File: config.mk
export PLATFORM = sky130hd
export DESIGN_NAME = caprq_top
export DESIGN_NICKNAME = d
export VERILOG_FILES = /design/src/inc/caprq_pkg.sv /design/src/design/caprq_line_router.sv /design/src/design/caprq_top.sv
export VERILOG_INCLUDE_DIRS = /design/src /design/src/inc
export SDC_FILE = /design/constraint.sdc
export NUM_CORES = 1
export LEC_CHECK = 0
export BUFFER_PORTS_ARGS = -buffer_cell sky130_fd_sc_hd__clkbuf_2
export CORE_ASPECT_RATIO = 1.2
export CORE_UTILIZATION = 49
export CTS_BUF_LIST = sky130_fd_sc_hd__clkbuf_4 sky130_fd_sc_hd__clkbuf_8 sky130_fd_sc_hd__clkbuf_16
export DETAILED_ROUTE_END_ITERATION = 10
export PLACE_DENSITY = 0.78
export SLEW_MARGIN = 25
export SYNTH_ARGS = -nofsm -noshare
export SYNTH_HDL_FRONTEND = slang
export SYNTH_HIERARCHICAL = 1
export SYNTH_SLANG_ARGS = --single-unit
File: constraint.sdc
create_clock -name aclk -period 2.7 [get_ports aclk]
set_input_delay 0.81 -clock aclk [delete_from_list [all_inputs] [get_ports aclk]]
set_output_delay 0.81 -clock aclk [all_outputs]
set_load 0.01 [all_outputs]
File: src/inc/caprq_regs.svh
`ifndef CAPRQ_REGS_SVH
`define CAPRQ_REGS_SVH

// Register byte offsets
`define CAPRQ_ENABLE_OFFSET   12'h044
`define CAPRQ_STATUS_OFFSET   12'h050
`define CAPRQ_MASK_OFFSET     12'h054
`define CAPRQ_SWSET_OFFSET    12'h058

// Reset values
`define CAPRQ_ENABLE_RESET    16'h0000
`define CAPRQ_STATUS_RESET    16'h0000
`define CAPRQ_MASK_RESET      16'h0000

// Implemented bits; bit 11 reserved, 15:12 not in this block
`define CAPRQ_IMPL_BITS       16'h07FF
`define CAPRQ_RESERVED_POS    11

// Field positions
`define CAPRQ_CH0_RISE_POS    0
`define CAPRQ_CH0_FALL_POS    1
`define CAPRQ_CH1_RISE_POS    2
`define CAPRQ_CH1_FALL_POS    3
`define CAPRQ_CH2_RISE_POS    4
`define CAPRQ_CH2_FALL_POS    5
`define CAPRQ_TMR_A_OM_POS    6
`define CAPRQ_TMR_A_PM_POS    7
`define CAPRQ_TMR_B_CM_POS    8
`define CAPRQ_TMR_B_PM_POS    9
`define CAPRQ_TRAP_POS        10

// Bus responses
`define CAPRQ_RESP_OKAY       2'h0
`define CAPRQ_RESP_SLVERR     2'h2

`endif
File: src/inc/caprq_pkg.sv
package caprq_pkg;

  typedef logic [1:0] caprq_line_t;

  // Event vector, bit 10 first
  typedef struct packed {
    logic trap_flag;
    logic tmr_b_period_flag;
    logic tmr_b_compare_flag;
    logic tmr_a_period_flag;
    logic tmr_a_onematch_flag;
    logic ch2_fall_flag;
    logic ch2_rise_flag;
    logic ch1_fall_flag;
    logic ch1_rise_flag;
    logic ch0_fall_flag;
    logic ch0_rise_flag;
  } caprq_evt_t;

  // Node pointers per source group
  typedef struct packed {
    caprq_line_t error_line_select;
    caprq_line_t tmr_b_line_select;
    caprq_line_t tmr_a_line_select;
    caprq_line_t ch2_line_select;
    caprq_line_t ch1_line_select;
    caprq_line_t ch0_line_select;
  } caprq_line_sel_t;

endpackage : caprq_pkg

File: src/design/caprq_line_router.sv
`timescale 1ns/10ps
`include "caprq_regs.svh"

module caprq_line_router (
  input  wire logic                      [10:0] set_cond,
  input  wire logic                      [10:0] enable,
  input  wire caprq_pkg::caprq_line_sel_t       line_select,
  output logic                           [3:0]  line_req
);
  import caprq_pkg::*;

  caprq_line_t       evt_sel [11];
  logic        [3:0] evt_req [11];

  function automatic logic [3:0] line_onehot(input caprq_line_t sel);
    line_onehot = 4'h1 << sel;
  endfunction : line_onehot

  // Each event group shares one pointer
  always_comb begin
    evt_sel[`CAPRQ_CH0_RISE_POS] = line_select.ch0_line_select;
    evt_sel[`CAPRQ_CH0_FALL_POS] = line_select.ch0_line_select;
    evt_sel[`CAPRQ_CH1_RISE_POS] = line_select.ch1_line_select;
    evt_sel[`CAPRQ_CH1_FALL_POS] = line_select.ch1_line_select;
    evt_sel[`CAPRQ_CH2_RISE_POS] = line_select.ch2_line_select;
    evt_sel[`CAPRQ_CH2_FALL_POS] = line_select.ch2_line_select;
    evt_sel[`CAPRQ_TMR_A_OM_POS] = line_select.tmr_a_line_select;
    evt_sel[`CAPRQ_TMR_A_PM_POS] = line_select.tmr_a_line_select;
    evt_sel[`CAPRQ_TMR_B_CM_POS] = line_select.tmr_b_line_select;
    evt_sel[`CAPRQ_TMR_B_PM_POS] = line_select.tmr_b_line_select;
    evt_sel[`CAPRQ_TRAP_POS]     = line_select.error_line_select;
  end

  for (genvar i = 0; i < 11; i++) begin : g_evt
    // Disabled events contribute nothing
    assign evt_req[i] = (set_cond[i] && enable[i]) ? line_onehot(evt_sel[i]) : 4'h0;
  end

  // Simultaneous events on one line merge
  always_comb begin
    line_req = 4'h0;
    for (int k = 0; k < 11; k++) begin
      line_req = line_req | evt_req[k];
    end
  end

endmodule : caprq_line_router

File: src/design/caprq_top.sv
`timescale 1ns/10ps
`include "caprq_regs.svh"

module caprq_top (
  input  wire logic                             aclk,
  input  wire logic                             aresetn,
  input  wire logic                      [11:0] s_axi_awaddr,
  input  wire logic                      [2:0]  s_axi_awprot,
  input  wire logic                             s_axi_awvalid,
  output logic                                  s_axi_awready,
  input  wire logic                      [31:0] s_axi_wdata,
  input  wire logic                      [3:0]  s_axi_wstrb,
  input  wire logic                             s_axi_wvalid,
  output logic                                  s_axi_wready,
  output logic                           [1:0]  s_axi_bresp,
  output logic                                  s_axi_bvalid,
  input  wire logic                             s_axi_bready,
  input  wire logic                      [11:0] s_axi_araddr,
  input  wire logic                      [2:0]  s_axi_arprot,
  input  wire logic                             s_axi_arvalid,
  output logic                                  s_axi_arready,
  output logic                           [31:0] s_axi_rdata,
  output logic                           [1:0]  s_axi_rresp,
  output logic                                  s_axi_rvalid,
  input  wire logic                             s_axi_rready,
  input  wire caprq_pkg::caprq_evt_t            hw_event_set,
  input  wire caprq_pkg::caprq_line_sel_t       line_select,
  output logic                           [3:0]  service_line,
  output logic                                  irq
);
  import caprq_pkg::*;

  // Write address and data are caught separately
  logic        aw_held;
  logic [11:0] aw_addr;
  logic        w_held;
  logic [31:0] w_data;
  logic [3:0]  w_strb;
  logic        b_valid;
  logic [1:0]  b_resp;

  // Read side
  logic        r_valid;
  logic [31:0] r_data;
  logic [1:0]  r_resp;
  logic        ar_fire;
  logic [11:0] rd_word;

  // Write decode
  logic        wr_fire;
  logic [11:0] wr_word;
  logic [15:0] wr_lanes;
  logic [15:0] wr_bits;
  logic        wr_hit_enable;
  logic        wr_hit_status;
  logic        wr_hit_mask;
  logic        wr_hit_swset;
  logic        wr_mapped;

  // Register state
  logic [15:0] event_irq_enable;
  logic [15:0] event_flag_status;
  logic [15:0] event_irq_mask;
  logic [15:0] next_enable;
  logic [15:0] next_mask;
  logic [15:0] status_clr;
  logic [15:0] sw_set;
  caprq_evt_t  set_cond;
  logic [3:0]  next_service_line;
  logic        next_irq;

  function automatic logic [15:0] lane_mask(input logic [3:0] strb);
    lane_mask = {{8{strb[1]}}, {8{strb[0]}}};
  endfunction : lane_mask

  function automatic logic [11:0] word_addr(input logic [11:0] addr);
    word_addr = {addr[11:2], 2'h0};
  endfunction : word_addr

  assign s_axi_awready = !aw_held && !b_valid;
  assign s_axi_wready  = !w_held && !b_valid;
  assign s_axi_arready = !r_valid;
  assign s_axi_bvalid  = b_valid;
  assign s_axi_bresp   = b_resp;
  assign s_axi_rvalid  = r_valid;
  assign s_axi_rdata   = r_data;
  assign s_axi_rresp   = r_resp;

  // Write fires once both halves are held
  assign wr_fire  = aw_held && w_held && !b_valid;
  assign wr_word  = word_addr(aw_addr);
  assign wr_lanes = lane_mask(w_strb);
  assign wr_bits  = w_data[15:0] & wr_lanes & `CAPRQ_IMPL_BITS;
  assign ar_fire  = s_axi_arvalid && !r_valid;
  assign rd_word  = word_addr(s_axi_araddr);

  always_ff @(posedge aclk) begin
    if (!aresetn) begin
      aw_held <= 1'b0;
      aw_addr <= 12'h000;
    end else if (s_axi_awvalid && s_axi_awready) begin
      aw_held <= 1'b1;
      aw_addr <= s_axi_awaddr;
    end else if (wr_fire) begin
      aw_held <= 1'b0;
    end
  end

  always_ff @(posedge aclk) begin
    if (!aresetn) begin
      w_held <= 1'b0;
      w_data <= 32'h0000_0000;
      w_strb <= 4'h0;
    end else if (s_axi_wvalid && s_axi_wready) begin
      w_held <= 1'b1;
      w_data <= s_axi_wdata;
      w_strb <= s_axi_wstrb;
    end else if (wr_fire) begin
      w_held <= 1'b0;
    end
  end

  always_comb begin
    wr_hit_enable = 1'b0;
    wr_hit_status = 1'b0;
    wr_hit_mask   = 1'b0;
    wr_hit_swset  = 1'b0;
    wr_mapped     = 1'b1;
    if (wr_word == `CAPRQ_ENABLE_OFFSET) begin
      wr_hit_enable = 1'b1;
    end else if (wr_word == `CAPRQ_STATUS_OFFSET) begin
      wr_hit_status = 1'b1;
    end else if (wr_word == `CAPRQ_MASK_OFFSET) begin
      wr_hit_mask = 1'b1;
    end else if (wr_word == `CAPRQ_SWSET_OFFSET) begin
      wr_hit_swset = 1'b1;
    end else begin
      wr_mapped = 1'b0;
    end
  end

  always_ff @(posedge aclk) begin
    if (!aresetn) begin
      b_valid <= 1'b0;
      b_resp  <= `CAPRQ_RESP_OKAY;
    end else if (wr_fire) begin
      b_valid <= 1'b1;
      b_resp  <= wr_mapped ? `CAPRQ_RESP_OKAY : `CAPRQ_RESP_SLVERR;
    end else if (s_axi_bready) begin
      b_valid <= 1'b0;
    end
  end

  // Byte lanes merge; unused and reserved bits forced to zero
  always_comb begin
    next_enable = ((event_irq_enable & ~wr_lanes) | (w_data[15:0] & wr_lanes)) & `CAPRQ_IMPL_BITS;
    next_mask   = ((event_irq_mask & ~wr_lanes) | (w_data[15:0] & wr_lanes)) & `CAPRQ_IMPL_BITS;
  end

  always_ff @(posedge aclk) begin
    if (!aresetn) begin
      event_irq_enable <= `CAPRQ_ENABLE_RESET;
    end else if (wr_fire && wr_hit_enable) begin
      event_irq_enable <= next_enable;
    end
  end

  always_ff @(posedge aclk) begin
    if (!aresetn) begin
      event_irq_mask <= `CAPRQ_MASK_RESET;
    end else if (wr_fire && wr_hit_mask) begin
      event_irq_mask <= next_mask;
    end
  end

  // Software set and clear strobes, one cycle each
  always_comb begin
    sw_set     = 16'h0000;
    status_clr = 16'h0000;
    if (wr_fire && wr_hit_swset) begin
      sw_set = wr_bits;
    end
    if (wr_fire && wr_hit_status) begin
      status_clr = wr_bits;
    end
  end

  // Software set enters the same path as hardware
  assign set_cond = hw_event_set | sw_set[10:0];

  // Set beats a clear in the same cycle
  always_ff @(posedge aclk) begin
    if (!aresetn) begin
      event_flag_status <= `CAPRQ_STATUS_RESET;
    end else begin
      event_flag_status <= (event_flag_status & ~status_clr) | {5'h00, set_cond};
    end
  end

  caprq_line_router u_router (
    .set_cond    (set_cond),
    .enable      (event_irq_enable[10:0]),
    .line_select (line_select),
    .line_req    (next_service_line)
  );

  // Pulse per set condition, not the stored flag level
  always_ff @(posedge aclk) begin
    if (!aresetn) begin
      service_line <= 4'h0;
    end else begin
      service_line <= next_service_line;
    end
  end

  assign next_irq = |(event_flag_status & event_irq_mask);

  always_ff @(posedge aclk) begin
    if (!aresetn) begin
      irq <= 1'b0;
    end else begin
      irq <= next_irq;
    end
  end

  // Read answer one cycle after the address is taken
  always_ff @(posedge aclk) begin
    if (!aresetn) begin
      r_valid <= 1'b0;
      r_data  <= 32'h0000_0000;
      r_resp  <= `CAPRQ_RESP_OKAY;
    end else if (ar_fire) begin
      r_valid <= 1'b1;
      r_resp  <= `CAPRQ_RESP_OKAY;
      if (rd_word == `CAPRQ_ENABLE_OFFSET) begin
        r_data <= {16'h0000, event_irq_enable & `CAPRQ_IMPL_BITS};
      end else if (rd_word == `CAPRQ_STATUS_OFFSET) begin
        r_data <= {16'h0000, event_flag_status};
      end else if (rd_word == `CAPRQ_MASK_OFFSET) begin
        r_data <= {16'h0000, event_irq_mask};
      end else if (rd_word == `CAPRQ_SWSET_OFFSET) begin
        r_data <= 32'h0000_0000;
      end else begin
        r_data <= 32'h0000_0000;
        r_resp <= `CAPRQ_RESP_SLVERR;
      end
    end else if (s_axi_rready) begin
      r_valid <= 1'b0;
    end
  end

endmodule : caprq_top

==> impl_metrics.yaml, run 1 <==
floorplanning:
  die_area_sq_um: 7990
  initial_core_util_pct: 51.13
  core-area_sq_um: 7317
  die_h_um: 97.72
  die_width_um: 81.77
  pin_count: 142
  rows: 34
clock_network:
  cts_buffer_depth: 2
  insertion_delay_ps: 350
  cts_root_buf: "clkbuf_8"
  clk_pin_slew_ps: 80
  cts_hold_buf: 0
  cts_setup_buffers: 0
  cts_tree: "built"
  ctsResizeCount: 0
  cts_buffers: 9
  cts_sinks: 78
  h-tree-depth: 3
timing:
  setup_viol: 0
  fin_hold_ws_ps: 453.5
  rsz0062_at_grt: "false"
  skew_ps: 8.118
  timing.setup.tns_ps: 0
  final_hold_viol_count: 0
  post-route-period-util_pct: 90.34
  finalMaxSlewViolations: 0
  worst_slack_ps: 260.9
  finalCriticalPeriod_ps: 2439
  fmax_mhz: 410.0
  maxSlewHeadroom_pct: 60.46
  worst_slew_pin_slew_ps: 593.1
synth:
  synth_cell_types: 45
  synth_area_sq_um: 3741
  synth-edff-count: 0
  yosysMostFrequentCell: "dfxtp_1"
  synth-seq-cells: 78
  synth_common_cells: "dfxtp_1 (78), nand2_1 (64), a21oi_1 (52)"
  synth_flop_cell: "dfxtp_1"
  synth_top_area_share_pct: 41.74
  yosysSeqAreaShare_pct: 41.74
  ys_async_sr_fraction_pct: 0
  yosysWarnings: 6
  avgSynthCellArea_sq_um: 8.369
  synth_top_area_cell: "dfxtp_1"
  synthCells: 447
  synth.area.top_cells: "dfxtp_1 (42%), a21oi_1 (7.0%), nand2_1 (6.4%), mux2i_1 (6.2%), buf_4 (4.6%)"
placement:
  gp_congestion: 0.8459
  hpwl_um: 6419
  io_buffers: 85
  pre_cts_slack_ps: 289.9
setup_path:
  regToRegStartpoint: "s_axi_bvalid$_SDFFE_PN0P_"
  cp.arrival_ps: 2690
  crit_family: "simple AND/OR/NAND/NOR gates"
  crit_path_max_fanout: 8
  reg2regPathDepth: 8
  regToRegEndpoint: "service_line[2]$_SDFF_PN0_"
  cp_num_buf_inv: 1
  cp.depth: 8
  worstPathCellList: "and3b_1, and4_2, a21oi_1, inv_1, a22oi_1, o32ai_1, or4_1, and2_1"
  reg2reg_slack_ps: 260
  worstPathRequired_ps: 2950
  slowest_stage: "dfxtp_1"
  slowest_delay_ps: 420
  critPathLaunchType: "flop"
  cp-end-kind: "flop"
  critical_path_class: "reg2reg"
worst_hold_path:
  min_from: "s_axi_rdata[6]$_SDFFE_PN0P_"
  hold-path-cell-count: 2
  hp-class: "reg2reg"
  hold_end: "s_axi_rdata[6]$_SDFFE_PN0P_"
power_and_ir_drop:
  p_leak_uw: 0.002094
  powerDensity_nw_per_um2: 538.4
  peakVddDrop_mv: 0.3516
  total_power_uw: 2342
layout:
  postLayoutCoreUtil_pct: 59.46
  drive_gt1_share_pct: 22.51
  n_antenna_cell: 0
  syn2layout_area_growth_pct: 16.29
  nNetsFinal: 625
route:
  drc: 0
  vias: 3356
  drtIter0Drc: 197
  wire_per_inst_um: 13.83
  vias_per_cell: 5.387
  routed_wl_um: 8614
  ant_nets: 0
  drt-pass1-iter-count: 6
global_route:
  overflow: 0
  grt_pass1_vias: 3001
  antenna_found_initial: 0
  grt_util_all_layers_pct: 22.68
  grt_pass1_wl_um: 14010
  grt_max_degree: 61
job:
  maxCapViolCount: 0
run_status:
  status: "complete, no violations"
[where the power goes]
| part | leakage (uW) | switching [uW] | total [uW] | internal [uW] |
|---|---|---|---|---|
| Clock | 0.0000986 | 409 | 863 | 454 |
| Sequential | 0.000637 | 45.0 | 1240 | 1190 |
| Combinational | 0.00136 | 147 | 243 | 95.9 |
[metal layers]
metal	track usage (%)	part of all wire, %	vias to the layer above
li1	-	-	1672
met1	28.44	42	1523
met2	36.81	48	137
met3	3.662	6.6	24
met4	11.34	3.0	0
met5	0	0	-
[worst register-to-register path, cell delays in order, from the launching register on]
cell and delay [ps]:
dfxtp_1 420, and3b_1 220, and4_2 310, a21oi_1 220, inv_1 70, a22oi_1 410
o32ai_1 140, or4_1 400, and2_1 160
[layout make-up]
cell class                 count  area, sq um
clock buffer                  11        145.1
timing repair buffer          91        470.5
tap                           90        112.6
sequential                    78         1562
fill                         683         2967
clock inverter                 4        47.55
inverter                      31        116.4
multi-input combinational    318         1897
[placed cells by master (no fill, tap or decap), types with 2 or more instances in the layout]
cell      count
nand4_1       4
a22oi_4       3
nand2_1      64
o31ai_1      11
and4b_1       4
and2_1        6
nand3b_1      3
a22o_1        2
nor4_1        2
or4_1         3
a221oi_1      2
dfxtp_1      78
nor3b_1       4
nand2b_1     20
clkbuf_2     85
and4_2        2
mux2i_1      23
o32ai_1       7
o21ai_0      13
clkbuf_8     10
nor4bb_1      4
a21oi_1      52
nor2_1       35
inv_1        30
nor3_1        2
nand4_2       2
a22oi_1      12
o22ai_1       2
buf_4         6
clkinv_2      2
conb_1       23
[worst max path at each step]
stage | from | end | slack, ps
2_1_floorplan | s_axi_bvalid$_SDFFE_PN0P_ | service_line[1]$_SDFF_PN0_ | 310
3_3_place_gp | s_axi_bvalid$_SDFFE_PN0P_ | service_line[1]$_SDFF_PN0_ | 290
3_5_place_dp | s_axi_bvalid$_SDFFE_PN0P_ | service_line[0]$_SDFF_PN0_ | 290
4_1_cts | s_axi_bvalid$_SDFFE_PN0P_ | service_line[0]$_SDFF_PN0_ | 280
5_1_grt | s_axi_bvalid$_SDFFE_PN0P_ | service_line[2]$_SDFF_PN0_ | 70
6_report | s_axi_bvalid$_SDFFE_PN0P_ | service_line[2]$_SDFF_PN0_ | 260
[kinds of logic (layout without fill, tap and decap cells)]
family,after synthesis,count (layout),synth area share [%]
and+or+nand+nor,163,163,22.94
buffers and inverters,73,137,9.933
AOI/OAI and AO/OA,109,109,19.13
DFF,78,78,41.74
other,1,23,0.1002
muxes,23,23,6.154
[per-stage QoR]
| step | area, sq um | instances |
|---|---|---|
| 6_report | 4350 | 623 |
| 5_1_grt | 4350 | 623 |
| 4_1_cts | 4350 | 623 |
| 3_5_place_dp | 4158 | 608 |
| 3_3_place_gp | 4158 | 608 |
| 2_1_floorplan | 3824 | 469 |
No activity file was read; power rests on OpenSTA's default activity.
==> run 2: changes to the inputs <==
--- a/config.mk
+++ b/config.mk
@@ -11,7 +11,9 @@
 export CORE_UTILIZATION = 49
 export CTS_BUF_LIST = sky130_fd_sc_hd__clkbuf_4 sky130_fd_sc_hd__clkbuf_8 sky130_fd_sc_hd__clkbuf_16
 export DETAILED_ROUTE_END_ITERATION = 10
+export MAX_ROUTING_LAYER = met4
 export PLACE_DENSITY = 0.78
+export RECOVER_POWER = 100
 export SLEW_MARGIN = 25
 export SYNTH_ARGS = -nofsm -noshare
 export SYNTH_HDL_FRONTEND = slang
==> run 2 against run 1 <==
  * Critical endpoint unchanged
  * Clock skew decreased by 1.6 ps
  * Via count increased by 0.12%
  * Clock power about the same
  * Highest routed layer unchanged
==> impl_metrics.yaml, run 2 (same netlist as run 1, synthesis figures left out) <==
global_route:
  grt_pass1_vias: 3006
  overflow: 0
  grt_pass1_wl_um: 14030
  grt_max_degree: 61
  grt_util_all_layers_pct: 23.43
  antenna_found_initial: 0
placement:
  gp_congestion: 0.8591
  dp.cells: 608
  hpwl_um: 6419
  io_buffers: 85
floorplanning:
  die_h_um: 97.72
  rows: 34
  die_width_um: 81.77
  die_area_sq_um: 7990
  initial_core_util_pct: 51.13
  pin_count: 142
  core-area_sq_um: 7317
timing:
  worst_slew_pin_slew_ps: 1174
  finalMaxSlewViolations: 0
  maxSlewHeadroom_pct: 21.76
  timing.setup.tns_ps: 0
  rsz0062_at_grt: "false"
  finalCriticalPeriod_ps: 2432
  setup_viol: 0
  fmax_mhz: 411.1
  final_hold_viol_count: 0
  post-route-period-util_pct: 90.08
  skew_ps: 6.470
clock_network:
  ctsResizeCount: 0
  h-tree-depth: 3
  insertion_delay_ps: 340
  cts_buffers: 9
  cts_root_buf: "clkbuf_8"
  clk_pin_slew_ps: 80
  cts_tree: "built"
  cts_hold_buf: 0
  cts_setup_buffers: 0
  cts_sinks: 78
  cts_buffer_depth: 2
power_and_ir_drop:
  total_power_uw: 2337
  p_leak_uw: 0.002005
  peakVddDrop_mv: 0.3497
  powerDensity_nw_per_um2: 541.8
route:
  drtIter0Drc: 214
  routed_wl_um: 8672
  vias_per_cell: 5.393
  ant_nets: 0
  vias: 3360
  drt-pass1-iter-count: 5
  drc: 0
  wire_per_inst_um: 13.92
worst_hold_path:
  hold-path-cell-count: 2
  hp-class: "reg2reg"
setup_path:
  crit_path_max_fanout: 8
  cp.arrival_ps: 2680
  worstPathCellList: "and3b_1, and4_2, a21oi_1, inv_1, a22oi_4, nor3b_1, or4_1, and2_0"
  cp-end-kind: "flop"
  worstPathRequired_ps: 2940
  slowest_delay_ps: 490
  critPathLaunchType: "flop"
  critical_path_class: "reg2reg"
  slowest_stage: "or4_1"
  reg2regPathDepth: 8
job:
  maxCapViolCount: 0
layout:
  n_antenna_cell: 0
  nNetsFinal: 625
  drive_gt1_share_pct: 17.45
  postLayoutCoreUtil_pct: 58.94
  syn2layout_area_growth_pct: 15.28
  layout_common_cells: "dfxtp_1 (78), nand2_1 (64), clkbuf_2 (61), a21oi_1 (52), nor2_1 (35)"
  instances_no_fill: 623
  layout_commonest_cell: "dfxtp_1"
run_status:
  status: "complete, no violations"
run 2: cell count changes in the layout (fill, tap and decap cells not counted), sizes merged:
cell,delta
clkbuf,+2
buf,-2
run 2: worst paths after layout:
check | start | endpoint | slack, ps
setup / recovery | s_axi_bvalid$_SDFFE_PN0P_ | service_line[2]$_SDFF_PN0_ | 270
hold / removal | s_axi_rdata[6]$_SDFFE_PN0P_ | s_axi_rdata[6]$_SDFFE_PN0P_ | 450
setup reg to reg | s_axi_bvalid$_SDFFE_PN0P_ | service_line[2]$_SDFF_PN0_ | 270
hold reg to reg | s_axi_rdata[6]$_SDFFE_PN0P_ | s_axi_rdata[6]$_SDFFE_PN0P_ | 450
run 2: cell type report:
cell class                 count  area [sq um]
clock buffer                  11         145.1
tap                           90         112.6
sequential                    78          1562
clock inverter                 4         47.55
inverter                      31         116.4
fill                         701          3004
multi-input combinational    318          1897
timing repair buffer          91         432.9
run 2: routing by layer:
layer | up-vias | wire length (um) | GRT usage (%)
li1 | 1672 | - | -
met1 | 1521 | 3658 | 28.67
met2 | 141 | 4142 | 36.81
met3 | 26 | 594 | 3.662
met4 | 0 | 276 | 11.34
met5 | - | 0 | -
run 2: critical path, delay by kind of cell, from the launching register on:
kind            cells  cell delay (ps)
simple gates        5             1270
compound gates      2              520
buf+inv             1              110
flops               1              420
run 2: report_power, final:
part / internal (uW) / switching (uW) / leakage (uW)
clock: 454 / 405 / 0.0000986
combinational: 93.1 / 147 / 0.00127
sequential: 1190 / 44.9 / 0.000637
total: 1740 / 597 / 0.00201
run 2: stage by stage:
| stage | setup WS (ps) | area, sq um | hold WS [ps] |
|---|---|---|---|
| after floorplan | 306.4 | 3824 | 436.9 |
| after global placement | 292.3 | 4158 | 438.3 |
| after detailed placement | 289.9 | 4158 | 440.4 |
| after CTS | 280.2 | 4350 | 456.5 |
| after global routing | 72.34 | 4313 | 478.8 |
| final | 267.8 | 4313 | 452.8 |
==> run 3: changes to the inputs <==
--- a/config.mk
+++ b/config.mk
@@ -7,12 +7,14 @@
 export NUM_CORES = 1
 export LEC_CHECK = 0
 export BUFFER_PORTS_ARGS = -buffer_cell sky130_fd_sc_hd__clkbuf_2
+export CELL_PAD_IN_SITES_DETAIL_PLACEMENT = 1
+export CELL_PAD_IN_SITES_GLOBAL_PLACEMENT = 2
 export CORE_ASPECT_RATIO = 1.2
-export CORE_UTILIZATION = 49
+export CORE_UTILIZATION = 27
 export CTS_BUF_LIST = sky130_fd_sc_hd__clkbuf_4 sky130_fd_sc_hd__clkbuf_8 sky130_fd_sc_hd__clkbuf_16
 export DETAILED_ROUTE_END_ITERATION = 10
 export MAX_ROUTING_LAYER = met4
-export PLACE_DENSITY = 0.78
+export PLACE_DENSITY = 0.77
 export RECOVER_POWER = 100
 export SLEW_MARGIN = 25
 export SYNTH_ARGS = -nofsm -noshare
==> run 3 against run 2 <==
  * Non-clock buffer count rose by 2
  * Cell count rose by 13%
  * Global-route usage fell by 7.0 points
  * Sequential power barely moved
  * Sequential share of layout area fell by 1.5 points
  * Worst setup slack got worse by 110 ps
  * Clock power rose by 29%
  * Combinational power rose by 5%
  * Core utilization fell by 25 points
  * Critical path type unchanged
  * Largest cell class unchanged
  * Largest power group unchanged
==> impl_metrics.yaml, run 3 (same netlist as run 1, synthesis figures left out) <==
global_route:
  grt_util_all_layers_pct: 16.43
  overflow: 0
  grt_max_degree: 63
  grt_pass1_wl_um: 17280
  grt_pass1_vias: 3432
  antenna_found_initial: 0
power_and_ir_drop:
  total_power_uw: 2598
  peakVddDrop_mv: 0.2298
  powerDensity_nw_per_um2: 577.7
  p_leak_uw: 0.002048
route:
  drt-met1-wl_um: 4842
  wl_met2_um: 5510
  drt-pass1-iter-count: 4
  vias: 3393
  wl_met3_um: 473
  ant_nets: 0
  top_layer: "met4"
  drc: 0
  vias_per_cell: 4.833
  wire_per_inst_um: 15.75
  drtIter0Drc: 69
  routed_wl_um: 11050
timing:
  timing.setup.tns_ps: 0
  skew_ps: 5.375
  finalMaxSlewViolations: 0
  final_hold_viol_count: 0
  worst_slack_ps: 157.5
  post-route-period-util_pct: 94.17
  worst_slew_pin_slew_ps: 1345
  rsz0062_at_grt: "false"
  maxSlewHeadroom_pct: 10.30
  fin_hold_ws_ps: 457.9
  setup_viol: 0
  fmax_mhz: 393.3
  finalCriticalPeriod_ps: 2542
floorplanning:
  rows: 46
  die_h_um: 130.9
  die_area_sq_um: 14330
  die_width_um: 109.5
  initial_core_util_pct: 28.02
  pin_count: 142
  core-area_sq_um: 13350
layout:
  nNetsFinal: 627
  syn2layout_area_growth_pct: 20.23
  fin_area_sq_um: 4498
  layout_common_cells: "dfxtp_1 (77), nand2_1 (64), clkbuf_2 (61), a21oi_1 (52), nor2_1 (35)"
  layout_commonest_cell: "dfxtp_1"
  drive_gt1_share_pct: 17.79
  n_antenna_cell: 0
placement:
  hpwl_um: 8330
  gp_congestion: 0.7902
  pre_cts_slack_ps: 148.9
  io_buffers: 85
  dpl_cell_area_sq_um: 4270
setup_path:
  worstPathRequired_ps: 2930
  cp-endpoint: "service_line[0]$_SDFF_PN0_"
  critical_path_class: "reg2reg"
  startpoint: "s_axi_bvalid$_SDFFE_PN0P_"
  regToRegStartpoint: "s_axi_bvalid$_SDFFE_PN0P_"
  regToRegEndpoint: "service_line[0]$_SDFF_PN0_"
  cp-end-kind: "flop"
  reg2reg_slack_ps: 160
  critPathLaunchType: "flop"
  cp.arrival_ps: 2770
  reg2regPathDepth: 8
  crit_path_max_fanout: 8
clock_network:
  cts_buffer_depth: 2
  cts_tree: "built"
  cts_root_buf: "clkbuf_16"
  cts_hold_buf: 0
  cts_sinks: 78
  insertion_delay_ps: 340
  cts_buffers: 9
  h-tree-depth: 3
  clk_pin_slew_ps: 50
run_status:
  status: "complete, no violations"
worst_hold_path:
  hp-class: "reg2reg"
job:
  maxCapViolCount: 0
==> run 3: routing by layer <==
layer	up-vias	track usage, %
met5	-	-
li1	1674	-
met3	17	3.224
met1	1618	18.91
met2	84	28.19
met4	0	5.961
==> run 3: worst min-delay path by stage <==
| stage | start | endpoint | slack, ps | cells after the start |
|---|---|---|---|---|
| 2_1_floorplan | aw_addr[6]$_SDFFE_PN0P_ | aw_addr[6]$_SDFFE_PN0P_ | 440 | 2 |
| 3_3_place_gp | s_axi_rdata[4]$_SDFFE_PN0P_ | s_axi_rdata[4]$_SDFFE_PN0P_ | 440 | 2 |
| 3_5_place_dp | s_axi_rdata[0]$_SDFFE_PN0P_ | s_axi_rdata[0]$_SDFFE_PN0P_ | 450 | 2 |
| 4_1_cts | s_axi_rdata[0]$_SDFFE_PN0P_ | s_axi_rdata[0]$_SDFFE_PN0P_ | 460 | 2 |
| 5_1_grt | s_axi_rdata[0]$_SDFFE_PN0P_ | s_axi_rdata[0]$_SDFFE_PN0P_ | 480 | 2 |
| 6_report | s_axi_rdata[4]$_SDFFE_PN0P_ | s_axi_rdata[4]$_SDFFE_PN0P_ | 460 | 2 |
==> run 3: timing repair <==
item                                    CTS  global route
endpoints found under the setup margin    0             2
gates resized for setup                   0             1
setup buffers                             0             0
==> run 3: layout make-up <==
cell class	count	area, sq um
clock buffers	12	254.0
clock inverters	2	10.01
fillers	1644	8855
inverters	31	116.4
multi-input cells	318	1897
flip-flops and latches	78	1563
well taps	168	210.2
repair buffers	93	447.9
==> run 3: metrics by stage <==
stage / util [%] / cells
2_1_floorplan: - / 469
3_3_place_gp: 31.98 / 688
3_5_place_dp: 31.98 / 688
4_1_cts: 33.96 / 702
5_1_grt: 33.69 / 702
6_report: 33.69 / 702
==> run 3: power by group <==
part	leakage [uW]	internal [uW]	switching, uW	total (uW)
Combinational	0.00128	95.6	155	251
Sequential	0.000637	1190	48.6	1240
Clock	0.000135	654	451	1110
==> run 3: critical path: stages (launching register included) <==
cell and delay, ps:
dfxtp_1 400, and3b_1 280, and4_2 350, a21oi_1 240, inv_1 80, a22oi_2 300
o32ai_1 130, or4_1 480, and2_1 170
